==> src/hw/acr_pkg.sv <==
// constants for the converter configuration register block
package acr_pkg;
	// byte lanes of the 24-bit result and 32-bit configuration registers, by byte index within the serial address map
	localparam logic [3:0] ADDR_OUT_B2  = 4'h0;
	localparam logic [3:0] ADDR_OUT_B1  = 4'h1;
	localparam logic [3:0] ADDR_OUT_B0  = 4'h2;
	localparam logic [3:0] ADDR_CFG_B3  = 4'h4;
	localparam logic [3:0] ADDR_CFG_B2  = 4'h5;
	localparam logic [3:0] ADDR_CFG_B1  = 4'h6;
	localparam logic [3:0] ADDR_CFG_B0  = 4'h7;
	// top byte bit positions
	localparam int BIT_BIAS   = 31;
	localparam int BIT_REF_OUT = 30;
	localparam int BIT_FMT    = 29;
	localparam int BIT_UNIP   = 28;
	localparam int BIT_BORD   = 27;
	localparam int BIT_BITORD = 26;
	localparam int BIT_PINSEL = 25;
	localparam int BIT_READY  = 24;
	// field positions
	localparam int MODE_LSB   = 21;
	localparam int GAIN_LSB   = 18;
	localparam int CHAN_LSB   = 16;
	localparam int RATE_LSB   = 13;
	localparam int DEC_LSB    = 0;
	// reset value: reference on, decimation 23, everything else zero
	localparam logic [31:0] CFG_RESET = 32'h4000_0017;
	// mode codes
	localparam logic [2:0] MODE_NORMAL = 3'h0;
	localparam logic [2:0] MODE_BGCAL  = 3'h5;
	localparam logic [2:0] MODE_SLEEP  = 3'h6;
	// invalid results after a channel change
	localparam logic [1:0] CHAN_SKIP   = 2'h3;
	// instruction byte fields
	localparam int INS_RW     = 7;
	localparam int INS_MB_LSB = 5;
endpackage

==> src/hw/acr_edge.sv <==
// two-flop synchroniser with edge detection for link pins
`timescale 1ns/100ps
module acr_edge #(
	parameter logic IDLE = 1'b0
) (
	// clock and reset
	input  wire logic mclk,
	input  wire logic reset_n,
	// pin in
	input  wire logic pin,
	// synchronised level and edges
	output logic      level,
	output logic      rise,
	output logic      fall
);
	logic meta_reg;
	logic sync_reg;
	logic last_reg;

	always_ff @(posedge mclk or negedge reset_n) begin
		if (!reset_n) begin
			meta_reg <= IDLE;
			sync_reg <= IDLE;
			last_reg <= IDLE;
		end else begin
			meta_reg <= pin;
			sync_reg <= meta_reg;
			last_reg <= sync_reg;
		end
	end

	assign level = sync_reg;
	assign rise  = sync_reg & ~last_reg;
	assign fall  = ~sync_reg & last_reg;
endmodule

==> src/hw/acr_config.sv <==
// converter configuration register with its serial access engine
// What this block does
// - each written byte takes effect on the falling clock of its last bit
// - four bytes: control flags, mode/gain/channel, rate and decimation
// - reset gives reference on, decimation 23, all other fields zero
// - bias bit enables the bias generator when one, off by default
// - reference bit drives reference output when one, high impedance when zero
// - format bit picks two's complement at zero, offset binary at one
// - format change only inverts result msb, only in the result register
// - unipolar bit clamps negative results to zero
// - clamp acts on result register only; clearing gives bipolar next result
// - byte-order bit makes reads step downward from the start address
// - bit-order bit shifts read bytes lsb first; writes unaffected
// - pin-select zero uses shared pin, one uses dedicated output pin
// - ready bit reads the live result-ready pin; writes ignored
// - writing one to ready position pulses modulator resync
// - mode field codes normal to sleep, code seven reserved
// - normal, background and sleep persist; others return to normal
// - channel change marks the next three results invalid
`timescale 1ns/100ps
module acr_config (
	// clock and reset
	input  wire logic        mclk,
	input  wire logic        reset_n,
	// serial link pins
	input  wire logic        serial_clk,
	input  wire logic        chip_select_n,
	input  wire logic        shared_data_in,
	output logic             shared_data_out,
	output logic             shared_data_oe,
	output logic             dedicated_output_pin,
	output logic             dedicated_output_oe,
	// converter core
	input  wire logic        result_ready_n,
	input  wire logic        result_load,
	input  wire logic [23:0] raw_result,
	input  wire logic        action_done,
	output logic             modulator_resync,
	output logic             result_valid,
	// configuration outputs
	output logic             bias_enable,
	output logic             reference_output_enable,
	output logic [2:0]       operating_mode_field,
	output logic [2:0]       gain_field,
	output logic [1:0]       channel_field,
	output logic [2:0]       rate_multiplier_field,
	output logic [12:0]      decimation_field
);
	typedef enum logic [1:0] {ACR_IDLE, ACR_INSTR, ACR_DATA} acr_state_e;

	logic        sclk_rise;
	logic        sclk_fall;
	logic        cs_lvl;
	logic        cs_rise;
	logic        cs_fall;
	logic        din_lvl;
	logic        rdy_lvl;
	logic        rdy_fall;

	// link clock edges, idle low
	acr_edge u_sclk (
		.mclk    (mclk),
		.reset_n (reset_n),
		.pin     (serial_clk),
		.level   (),
		.rise    (sclk_rise),
		.fall    (sclk_fall)
	);
	// frame select, idle high so reset gives no false edge
	acr_edge #(
		.IDLE (1'b1)
	) u_cs (
		.mclk    (mclk),
		.reset_n (reset_n),
		.pin     (chip_select_n),
		.level   (cs_lvl),
		.rise    (cs_rise),
		.fall    (cs_fall)
	);
	// host data in
	acr_edge u_din (
		.mclk    (mclk),
		.reset_n (reset_n),
		.pin     (shared_data_in),
		.level   (din_lvl),
		.rise    (),
		.fall    ()
	);
	// core ready pin, idle high
	acr_edge #(
		.IDLE (1'b1)
	) u_rdy (
		.mclk    (mclk),
		.reset_n (reset_n),
		.pin     (result_ready_n),
		.level   (rdy_lvl),
		.rise    (),
		.fall    (rdy_fall)
	);

	acr_state_e  state_reg, state_next;
	logic [31:0] cfg_reg;
	logic [7:0]  shift_reg;
	logic [2:0]  bit_reg;
	logic [3:0]  addr_reg;
	logic [1:0]  left_reg;
	logic        rd_reg;
	logic [7:0]  tx_reg;
	logic [23:0] out_reg;
	logic [1:0]  skip_reg;
	logic        resync_reg;
	logic        dout_reg;

	// byte of the register map at an address
	function automatic logic [7:0] map_byte(
		input logic [3:0]  a,
		input logic [31:0] c,
		input logic [23:0] o,
		input logic        rdy
	);
		logic [31:0] live;
		live = c;
		live[acr_pkg::BIT_READY] = rdy;
		case (a)
			acr_pkg::ADDR_OUT_B2: map_byte = o[23:16];
			acr_pkg::ADDR_OUT_B1: map_byte = o[15:8];
			acr_pkg::ADDR_OUT_B0: map_byte = o[7:0];
			acr_pkg::ADDR_CFG_B3: map_byte = live[31:24];
			acr_pkg::ADDR_CFG_B2: map_byte = live[23:16];
			acr_pkg::ADDR_CFG_B1: map_byte = live[15:8];
			acr_pkg::ADDR_CFG_B0: map_byte = live[7:0];
			default:              map_byte = 8'h00;
		endcase
	endfunction

	// modes that finish an action and then fall back to normal
	function automatic logic mode_is_temporary(input logic [2:0] m);
		case (m)
			acr_pkg::MODE_NORMAL: mode_is_temporary = 1'b0;
			acr_pkg::MODE_BGCAL:  mode_is_temporary = 1'b0;
			acr_pkg::MODE_SLEEP:  mode_is_temporary = 1'b0;
			default:              mode_is_temporary = 1'b1;
		endcase
	endfunction

	wire         bit_done   = sclk_fall && !cs_lvl && state_reg != ACR_IDLE;
	wire [7:0]   rx_byte    = {shift_reg[6:0], din_lvl};
	wire         byte_done  = bit_done && bit_reg == 3'h7;
	wire         is_instr   = state_reg == ACR_INSTR;
	wire         wr_byte    = byte_done && !is_instr && !rd_reg;
	wire         rd_step    = byte_done && !is_instr;
	wire         lsb_first  = cfg_reg[acr_pkg::BIT_BITORD];
	wire         step_down  = cfg_reg[acr_pkg::BIT_BORD];
	wire         pin_sel    = cfg_reg[acr_pkg::BIT_PINSEL];
	wire         cfg_hit    = addr_reg >= acr_pkg::ADDR_CFG_B3 &&
		addr_reg <= acr_pkg::ADDR_CFG_B0;
	wire [1:0]   lane       = 2'(acr_pkg::ADDR_CFG_B0 - addr_reg);
	wire         wr_top     = wr_byte && cfg_hit && lane == 2'h3;
	wire         wr_mgc     = wr_byte && cfg_hit && lane == 2'h2;
	wire         chan_new   = wr_mgc && rx_byte[1:0] != cfg_reg[acr_pkg::CHAN_LSB +: 2];
	wire [3:0]   first_addr = rx_byte[3:0];
	wire [3:0]   next_addr  = step_down ? addr_reg - 4'h1 : addr_reg + 4'h1;
	wire [3:0]   load_addr  = is_instr ? first_addr : next_addr;
	wire [7:0]   load_byte  = map_byte(load_addr, cfg_reg, out_reg, rdy_lvl);
	wire         mode_temp  = mode_is_temporary(cfg_reg[acr_pkg::MODE_LSB +: 3]);
	wire         load_tx    = byte_done && (is_instr ? rx_byte[acr_pkg::INS_RW] : rd_reg);
	// result formatting
	wire         unipolar   = cfg_reg[acr_pkg::BIT_UNIP];
	wire         raw_neg    = raw_result[23];
	wire [23:0]  clamped    = (unipolar && raw_neg) ? 24'h000000 : raw_result;
	wire         top_bit    = clamped[23] ^ cfg_reg[acr_pkg::BIT_FMT];
	wire [23:0]  formatted  = {top_bit, clamped[22:0]};

	always_comb begin
		state_next = state_reg;
		case (state_reg)
			ACR_IDLE:  if (cs_fall) state_next = ACR_INSTR;
			ACR_INSTR: if (byte_done) state_next = ACR_DATA;
			ACR_DATA:  if (byte_done && left_reg == 2'h0) state_next = ACR_IDLE;
			default:   state_next = ACR_IDLE;
		endcase
		if (cs_rise) state_next = ACR_IDLE;
	end

	// frame state
	always_ff @(posedge mclk or negedge reset_n) begin
		if (!reset_n) begin
			state_reg <= ACR_IDLE;
		end else begin
			state_reg <= state_next;
		end
	end

	// bit counter, cleared at both frame edges
	always_ff @(posedge mclk or negedge reset_n) begin
		if (!reset_n) begin
			bit_reg <= 3'h0;
		end else if (cs_fall || cs_rise) begin
			bit_reg <= 3'h0;
		end else if (bit_done) begin
			bit_reg <= bit_reg + 3'h1;
		end
	end

	// input shifter, always msb first
	always_ff @(posedge mclk or negedge reset_n) begin
		if (!reset_n) begin
			shift_reg <= 8'h00;
		end else if (bit_done) begin
			shift_reg <= rx_byte;
		end
	end

	// instruction decode and address stepping
	always_ff @(posedge mclk or negedge reset_n) begin
		if (!reset_n) begin
			rd_reg   <= 1'b0;
			left_reg <= 2'h0;
			addr_reg <= 4'h0;
		end else if (byte_done && is_instr) begin
			rd_reg   <= rx_byte[acr_pkg::INS_RW];
			left_reg <= rx_byte[acr_pkg::INS_MB_LSB +: 2];
			addr_reg <= first_addr;
		end else if (rd_step) begin
			left_reg <= left_reg - 2'h1;
			addr_reg <= rd_reg ? next_addr : addr_reg + 4'h1;
		end
	end

	// output shifter, loaded at each byte end of a read frame, shifted on rising link clock
	always_ff @(posedge mclk or negedge reset_n) begin
		if (!reset_n) begin
			tx_reg <= 8'h00;
		end else if (load_tx) begin
			tx_reg <= load_byte;
		end else if (sclk_rise && rd_reg && !is_instr) begin
			tx_reg <= lsb_first ? {1'b0, tx_reg[7:1]} : {tx_reg[6:0], 1'b0};
		end
	end

	// configuration register, each byte committed when its last bit falls
	always_ff @(posedge mclk or negedge reset_n) begin
		if (!reset_n) begin
			cfg_reg <= acr_pkg::CFG_RESET;
		end else begin
			if (mode_temp && action_done)
				cfg_reg[acr_pkg::MODE_LSB +: 3] <= acr_pkg::MODE_NORMAL;
			if (wr_byte && cfg_hit)
				cfg_reg[lane*8 +: 8] <= rx_byte;
			if (wr_top)
				cfg_reg[acr_pkg::BIT_READY] <= 1'b0;
		end
	end

	// one-cycle resync pulse from a one in the top byte's lowest bit
	always_ff @(posedge mclk or negedge reset_n) begin
		if (!reset_n) begin
			resync_reg <= 1'b0;
		end else begin
			resync_reg <= wr_top && rx_byte[0];
		end
	end

	// result register
	always_ff @(posedge mclk or negedge reset_n) begin
		if (!reset_n) begin
			out_reg <= 24'h000000;
		end else if (result_load) begin
			out_reg <= formatted;
		end
	end

	// channel-change validity, a new change wins over a ready fall
	always_ff @(posedge mclk or negedge reset_n) begin
		if (!reset_n) begin
			skip_reg <= 2'h0;
		end else if (chan_new) begin
			skip_reg <= acr_pkg::CHAN_SKIP;
		end else if (rdy_fall && skip_reg != 2'h0) begin
			skip_reg <= skip_reg - 2'h1;
		end
	end

	always_ff @(posedge mclk or negedge reset_n) begin
		if (!reset_n) dout_reg <= 1'b0;
		else dout_reg <= lsb_first ? tx_reg[0] : tx_reg[7];
	end

	// pin steering
	wire driving = rd_reg && state_reg == ACR_DATA && !cs_lvl;
	assign shared_data_out         = dout_reg;
	assign shared_data_oe          = driving && !pin_sel;
	assign dedicated_output_pin    = dout_reg;
	assign dedicated_output_oe     = driving && pin_sel;
	assign modulator_resync        = resync_reg;
	assign result_valid            = skip_reg == 2'h0;
	assign bias_enable             = cfg_reg[acr_pkg::BIT_BIAS];
	assign reference_output_enable = cfg_reg[acr_pkg::BIT_REF_OUT];
	assign operating_mode_field    = cfg_reg[acr_pkg::MODE_LSB +: 3];
	assign gain_field              = cfg_reg[acr_pkg::GAIN_LSB +: 3];
	assign channel_field           = cfg_reg[acr_pkg::CHAN_LSB +: 2];
	assign rate_multiplier_field   = cfg_reg[acr_pkg::RATE_LSB +: 3];
	assign decimation_field        = cfg_reg[acr_pkg::DEC_LSB +: 13];
endmodule

==> config.mk <==
export PLATFORM = sky130hd
export DESIGN_NAME = acr_config
export DESIGN_NICKNAME = d
export VERILOG_FILES = /design/src/hw/acr_pkg.sv /design/src/hw/acr_edge.sv /design/src/hw/acr_config.sv
export SDC_FILE = /design/constraint.sdc
export NUM_CORES = 1
export LEC_CHECK = 0
export ABC_AREA = 1
export BUFFER_PORTS_ARGS = -buffer_cell sky130_fd_sc_hd__buf_4
export CAP_MARGIN = 40
export CORE_UTILIZATION = 45
export CTS_BUF_LIST = sky130_fd_sc_hd__clkbuf_16
export CTS_CLUSTER_SIZE = 30
export DETAILED_ROUTE_END_ITERATION = 16
export REMOVE_ABC_BUFFERS = 1
export SLEW_MARGIN = 20
export SYNTH_ARGS = -nofsm -noshare
export SYNTH_HDL_FRONTEND = slang
export SYNTH_SLANG_ARGS = --single-unit
==> constraint.sdc <==
create_clock -name mclk -period 6.2 [get_ports mclk]
set_input_delay 0.93 -clock mclk [delete_from_list [all_inputs] [get_ports mclk]]
set_output_delay 0.93 -clock mclk [all_outputs]
set_load 0.03 [all_outputs]
[Word-level counts from Yosys, hierarchy flattened]
Index checks and enable logic that the tools add are counted.
Word-level totals
  register bits: 98
  bits of input ports: 32
  word-level logic and storage cells: 134
Operators by class
  $add $sub $neg: 7
  magnitude comparators: 2
  equality and inequality tests: 17
  shifts and indexed selects: 2
  multiplexer cells: 28
  bitwise gates (word level): 11
  reduce and logical (&&, ||, !) cells: 42
Operators by type and width (count)
  8-bit one-hot mux with 7 select lines: 1
  5-bit negation with 34-bit output: 1
  8-bit by 34-bit variable shift with 32-bit output, first input constant: 1
  8-bit by 34-bit indexed part select with 32-bit output: 1
  32-bit bitwise mux: 1
  25-bit 2-to-1 mux: 1
  24-bit 2-to-1 mux: 1
  8-bit 2-to-1 mux: 3
  1-bit logical AND: 23
  4-bit 2-to-1 mux: 5
  4-bit by 3-bit == test with 1-bit output, second input constant: 4
  2-bit 2-to-1 mux: 8
  2-bit nonzero test: 7
  3-bit == test, second input constant: 3
  3-bit 2-to-1 mux: 3
  3-bit inequality test, second input constant: 3
  2-bit == test, second input constant: 3
  2-bit zero test: 3
  2-bit one-hot mux with 3 select lines: 1
  1-bit AND: 5
  1-bit NOT: 5
  4-bit by 1-bit adder with 4-bit output, second input constant: 1
  4-bit by 1-bit == test with 1-bit output, second input constant: 1
  4-bit by 2-bit == test with 1-bit output, second input constant: 1
  other kinds (16): 23

[Longest topological paths before layout]
  depth in word-level cells: 11
  depth in mapped cells: 18
  mapped depth without buffers: 15

[Cells and area by module]
From an unflattened synthesis, not the netlist that was laid out.
Unflattened totals
  cell total of the unflattened synthesis: 672
  area, all modules: 5358.9 um^2
By module, submodules not included
  acr_config: times used 1, cells each 644, area an instance 4991.0 um^2, sequential area each 2158.3 um^2
  acr_edge (u_cs ...): times used 2, cells each 7, area an instance 93.8 um^2, sequential area each 78.8 um^2
  acr_edge (u_din ...): times used 2, cells each 7, area an instance 90.1 um^2, sequential area each 75.1 um^2

[Worst setup path after synthesis]
Ideal clock, no wire load.
  kind: reg2reg
  from: reg addr_reg[0]
  to: reg tx_reg[7]
  arrival time: 2251 ps
  required time: 6123 ps
  slack: 3872 ps
  stages on the path, launching flop included: 15
  buffers on the path: 3
  clock period less this slack: 2328 ps
  cells stage by stage: dfrtp_1 > buf_4 > inv_2 > buf_4 > ha_1 > xnor2_1 > nand2_2 > a21oi_2 > buf_4 > nand4_1 > nand2_1 > nor2_1 > nand2_1 > nand2_1 > a21oi_1
Between the ends
  longest elaborated chain between the ends: 6
  elaborated cells between the ends (all ways): 13
  classes of those cells: add/sub (2); eq/ne (6); mux (4); reduce/logical (1)
RTL lines
  start: declaration: line acr_config.sv:105  | logic [3:0] addr_reg;
  start signal: assignment: line acr_config.sv:223  | addr_reg <= first_addr;
  start signal: assignment: line acr_config.sv:226  | addr_reg <= rd_reg ? next_addr : addr_reg + 4'h1;
  4-bit by 1-bit adder with 4-bit output or 4-bit by 1-bit subtractor with 4-bit output (tied branches): line acr_config.sv:162  | wire [3:0] next_addr = step_down ? addr_reg - 4'h1 : addr_reg + 4'h1;
  4-bit 2-to-1 mux *: line acr_config.sv:162
  4-bit 2-to-1 mux *: line acr_config.sv:163  | wire [3:0] load_addr = is_instr ? first_addr : next_addr;
  4-bit by 3-bit == test with 1-bit output, or another cell as far along: line acr_config.sv:124  | case (a)
  8-bit one-hot mux with 7 select lines *: line acr_config.sv:124
  8-bit 2-to-1 mux *: line acr_config.sv:234  | end else if (load_tx) begin
  end signal: assignment: line acr_config.sv:235  | tx_reg <= load_byte;
  end signal: assignment: line acr_config.sv:237  | tx_reg <= lsb_first ? {1'b0, tx_reg[7:1]} : {tx_reg[6:0], 1'b0};
  end: declaration: line acr_config.sv:108  | logic [7:0] tx_reg;
Every way passes the cells marked *; elsewhere a longest branch is shown, timed or not.
A chain may end at the register's enable or synchronous reset.

[Worst setup path in the final report]
  from: reg bit_reg[0]
  to: reg cfg_reg[22]
Between the ends
  longest elaborated chain between the ends: 6
RTL lines
  start: declaration: line acr_config.sv:104  | logic [2:0] bit_reg;
  start signal: assignment: line acr_config.sv:201  | bit_reg <= bit_reg + 3'h1;
  3-bit == test: line acr_config.sv:148  | wire byte_done = bit_done && bit_reg == 3'h7;
  1-bit logical AND: line acr_config.sv:148
  1-bit logical AND (2 in series): line acr_config.sv:150  | wire wr_byte = byte_done && !is_instr && !rd_reg;
  1-bit logical AND: line acr_config.sv:248  | if (wr_byte && cfg_hit)
  25-bit 2-to-1 mux: line acr_config.sv:248
  end signal: assignment: line acr_config.sv:244  | cfg_reg <= acr_pkg::CFG_RESET;
  end signal: indexed assignment: line acr_config.sv:247  | cfg_reg[acr_pkg::MODE_LSB +: 3] <= acr_pkg::MODE_NORMAL;
  end signal: indexed assignment: line acr_config.sv:249  | cfg_reg[lane*8 +: 8] <= rx_byte;
  end: declaration: line acr_config.sv:102  | logic [31:0] cfg_reg;
No other way between the ends. The select of a mux whose other input is x is not followed.

==> summary.txt <==
Floorplanning
  • Chip Width: around 110 um
  • CORE AREA: ~11000 um2
  • Die ar.: roughly 12000 um2
  • I/O Pins: 64
  • Starting Density: roughly 46%
  • Row count: 39
  • Die height: approximately 110 um

Power
  • Peak VDD IR: around 400 uV
  • Static leakage: a little under 3 nW
  • Pwr Density: 297 nW/um2
  • Pwr Total: approximately 1.8 mW

Min path
  • Hold/Removal Path Class: register to register
  • Hold Startpoint: u_din.meta_reg

Timing
  • Worst Clk Skew: about 0.0075 ns
  • Slew HR: 42.2%
  • # setup viols final: 0
  • Slew @ Worst Pin: 0.864 ns
  • Max-slew violations: 0
  • Highest clock rate: 324 MHz
  • Fin crit period: about 3.1 ns
  • RSZ-0062 raised after global routing: no
  • Endpoints failing hold: 0
  • Fin crit share: between 40% and 50%
  • Final setup TNS: 0 ns

Worst setup path
  • Worst-path fanout max: 13
  • Crit end category: register
  • Critical path data arrival time: approximately 3.4 ns
  • CP startpoint: bit_reg[0]
  • R2r startpoint: bit_reg[0]
  • WP data required: ~6.5 ns
  • CP Launch Type: register
  • Worst Setup Path Type: register to register
  • Flop-to-flop setup slack: approximately 3.1 ns

GRT
  • Number of global-route vias before repair: 4262
  • Total GRT Usage: between 20% and 30%
  • Largest net degree at the start of global routing: 52
  • Initial antenna violation count: 0
  • Remaining global-route overflow: 0
  • First-pass GRT wire length: ~22000 um

Detailed routing
  • First-pass DRT Iterations: 5
  • Vias per cell: roughly 5.5
  • Via Count: 4511
  • Final antenna-violating net count: 0
  • Initial DRC count: ~290
  • DRT Wirelength: approximately 14000 um
  • DRC viols: 0
  • WL/cell: approximately 17 um

Layout
  • Fillers: about 1100
  • Largest register FFs: 31
  • Layout cells sized above 1: between 10% and 20%
  • Design Area, Final: between 5000 and 6000 um2
  • Area delta synth->final: 12.7%
  • Area occupied by multi-input gates: around 2200 um2
  • Seq. cell area: 2440 um2
  • Ant. Diodes: 0
  • Post-route insts no fill: just over 800
  • Layout Nets: just over 700

Yosys
  • Mapped Avg Cell Area: roughly 8.1 um2
  • Top-area cell type share of the netlist area: approximately two fifths
  • Syn Inst Count: between 600 and 700
  • Synth area leaders: dfrtp_1 41%, nand2_1 8.9%, nand4_1 6.9%
  • Synthesized area: approximately 5300 um2
  • Post-synth cell types: 39
  • Flops & latches, synth: 97
  • Post-synthesis sequential area ratio: 46.3%
  • Yosys top cell by area: dfrtp_1
  • Synth warn: 0

Placed design
  • PortBufs: 63
  • Area after DPL: ~5600 um2
  • Placed Cells: about 810
  • RePlAce Congestion: 0.983
  • Post-detail-place hpwl: between 9000 and 10000 um

Clock tree
  • # H-tree levels: 3
  • Largest buffer count on any clock path: 2
  • Clk_lat worst skew: around 0.35 ns
  • Post-CTS sizing: 0
  • Clock sink total: between 90 and 100
  • TritonCTS Buffers: 9
  • CTS tree: built
  • Hold-fix buffers, CTS: 0
  • Setup repair bufs after CTS: 0
  • Clk slew on worst S/H paths: 0.07 ns
  • Root buffer cell: clkbuf_16

Outcome
  • Outcome: completed

Flow run
  • Max-Cap Viols: 0
where the power goes:
group | internal, mW | switching, mW
Clock | 0.357 | 0.256
Sequential | 0.678 | 0.0500
Combinational | 0.121 | 0.302
Total | 1.16 | 0.608
path summary, 6_finish.rpt:
check	depth (start not counted)	endpoint
max	10	cfg_reg[22]
min	0	u_din.level
max reg2reg	10	cfg_reg[22]
min reg2reg	0	u_din.level
max in group asynchronous	2	cfg_reg[11]
min in group asynchronous	1	out_reg[16]
cells in the final DEF (no fill, tap or decap), drive strengths merged:
| master | n |
|---|---|
| dfrtp | 86 |
| clkinv | 3 |
| o31ai | 9 |
| a221o | 1 |
| bufinv | 2 |
| o21a | 1 |
| nor4 | 1 |
| inv | 71 |
| a21oi | 28 |
| a221oi | 1 |
| o21ai | 51 |
| dfstp | 11 |
| xor2 | 2 |
| nor2 | 70 |
| o211ai | 1 |
| a311o | 1 |
| o221ai | 3 |
| ha | 10 |
| buf | 67 |
| nor3 | 4 |
| or3b | 1 |
| a211oi | 1 |
| clkbuf | 9 |
| xnor2 | 1 |
| nand4 | 59 |
| nand2 | 131 |
| nand3 | 50 |
| o22ai | 4 |
logic make-up after synthesis:
| family | synth area share [%] |
|---|---|
| xor gates and xnor gates | 0.498 |
| and+or+nand+nor | 27.8 |
| AOI/OAI and AO/OA | 11.4 |
| buffers and inverters | 11.7 |
| DFF | 46.3 |
| adders and majority gates | 2.37 |
synthesized netlist by cell type, drive strengths merged:
cell      n
nand2   131
dfrtp    86
nor2     70
inv      68
nand4    59
o21ai    51
nand3    50
buf      46
a21oi    28
dfstp    11
clkbuf   10
ha       10
o31ai     9
nor3      4
o22ai     4
o221ai    3
xor2      2
a211oi    1
a221o     1
a221oi    1
a311o     1
clkinv    1
nor4      1
o211ai    1
o21a      1
or3b      1
xnor2     1
per-layer routing:
metal | GRT usage (%) | vias up | routed length [um]
li1 | - | 2212 | -
met4 | 6.86 | 0 | 220
met2 | 39.8 | 137 | 6420
met1 | 34.1 | 2146 | 6470
met5 | 0 | - | 0
met3 | 5.17 | 16 | 777
metrics by stage:
step / hold slack (ns) / utilization (%) / setup WS (ns)
2_1_floorplan: 0.331 / - / 3.79
3_3_place_gp: 0.333 / 48.9 / 3.21
3_5_place_dp: 0.336 / 49.1 / 3.17
4_1_cts: 0.352 / 51.9 / 3.15
5_1_grt: 0.358 / 52.1 / 2.94
6_report: 0.348 / 52.1 / 3.12
critical path: stages, from the launching register on:
cell     delay [ns]
dfrtp_1        0.36
ha_1           0.15
ha_1           0.15
nand4_2        0.34
inv_2          0.21
nand2_2        0.14
nor4_4         0.28
inv_2          0.18
nor2_1         0.69
nand3_1        0.29
o22ai_1        0.19
cell type report:
| class | count | share of cell area [%] |
|---|---|---|
| clock buffer | 9 | 3.79 |
| clock inverter | 7 | 1.66 |
| inverter | 69 | 4.36 |
| multi-input combinational | 430 | 37.3 |
| sequential | 97 | 41.1 |
| tap | 143 | 3.01 |
| timing repair buffer | 67 | 8.80 |
No activity file was read; power rests on OpenSTA's default activity.
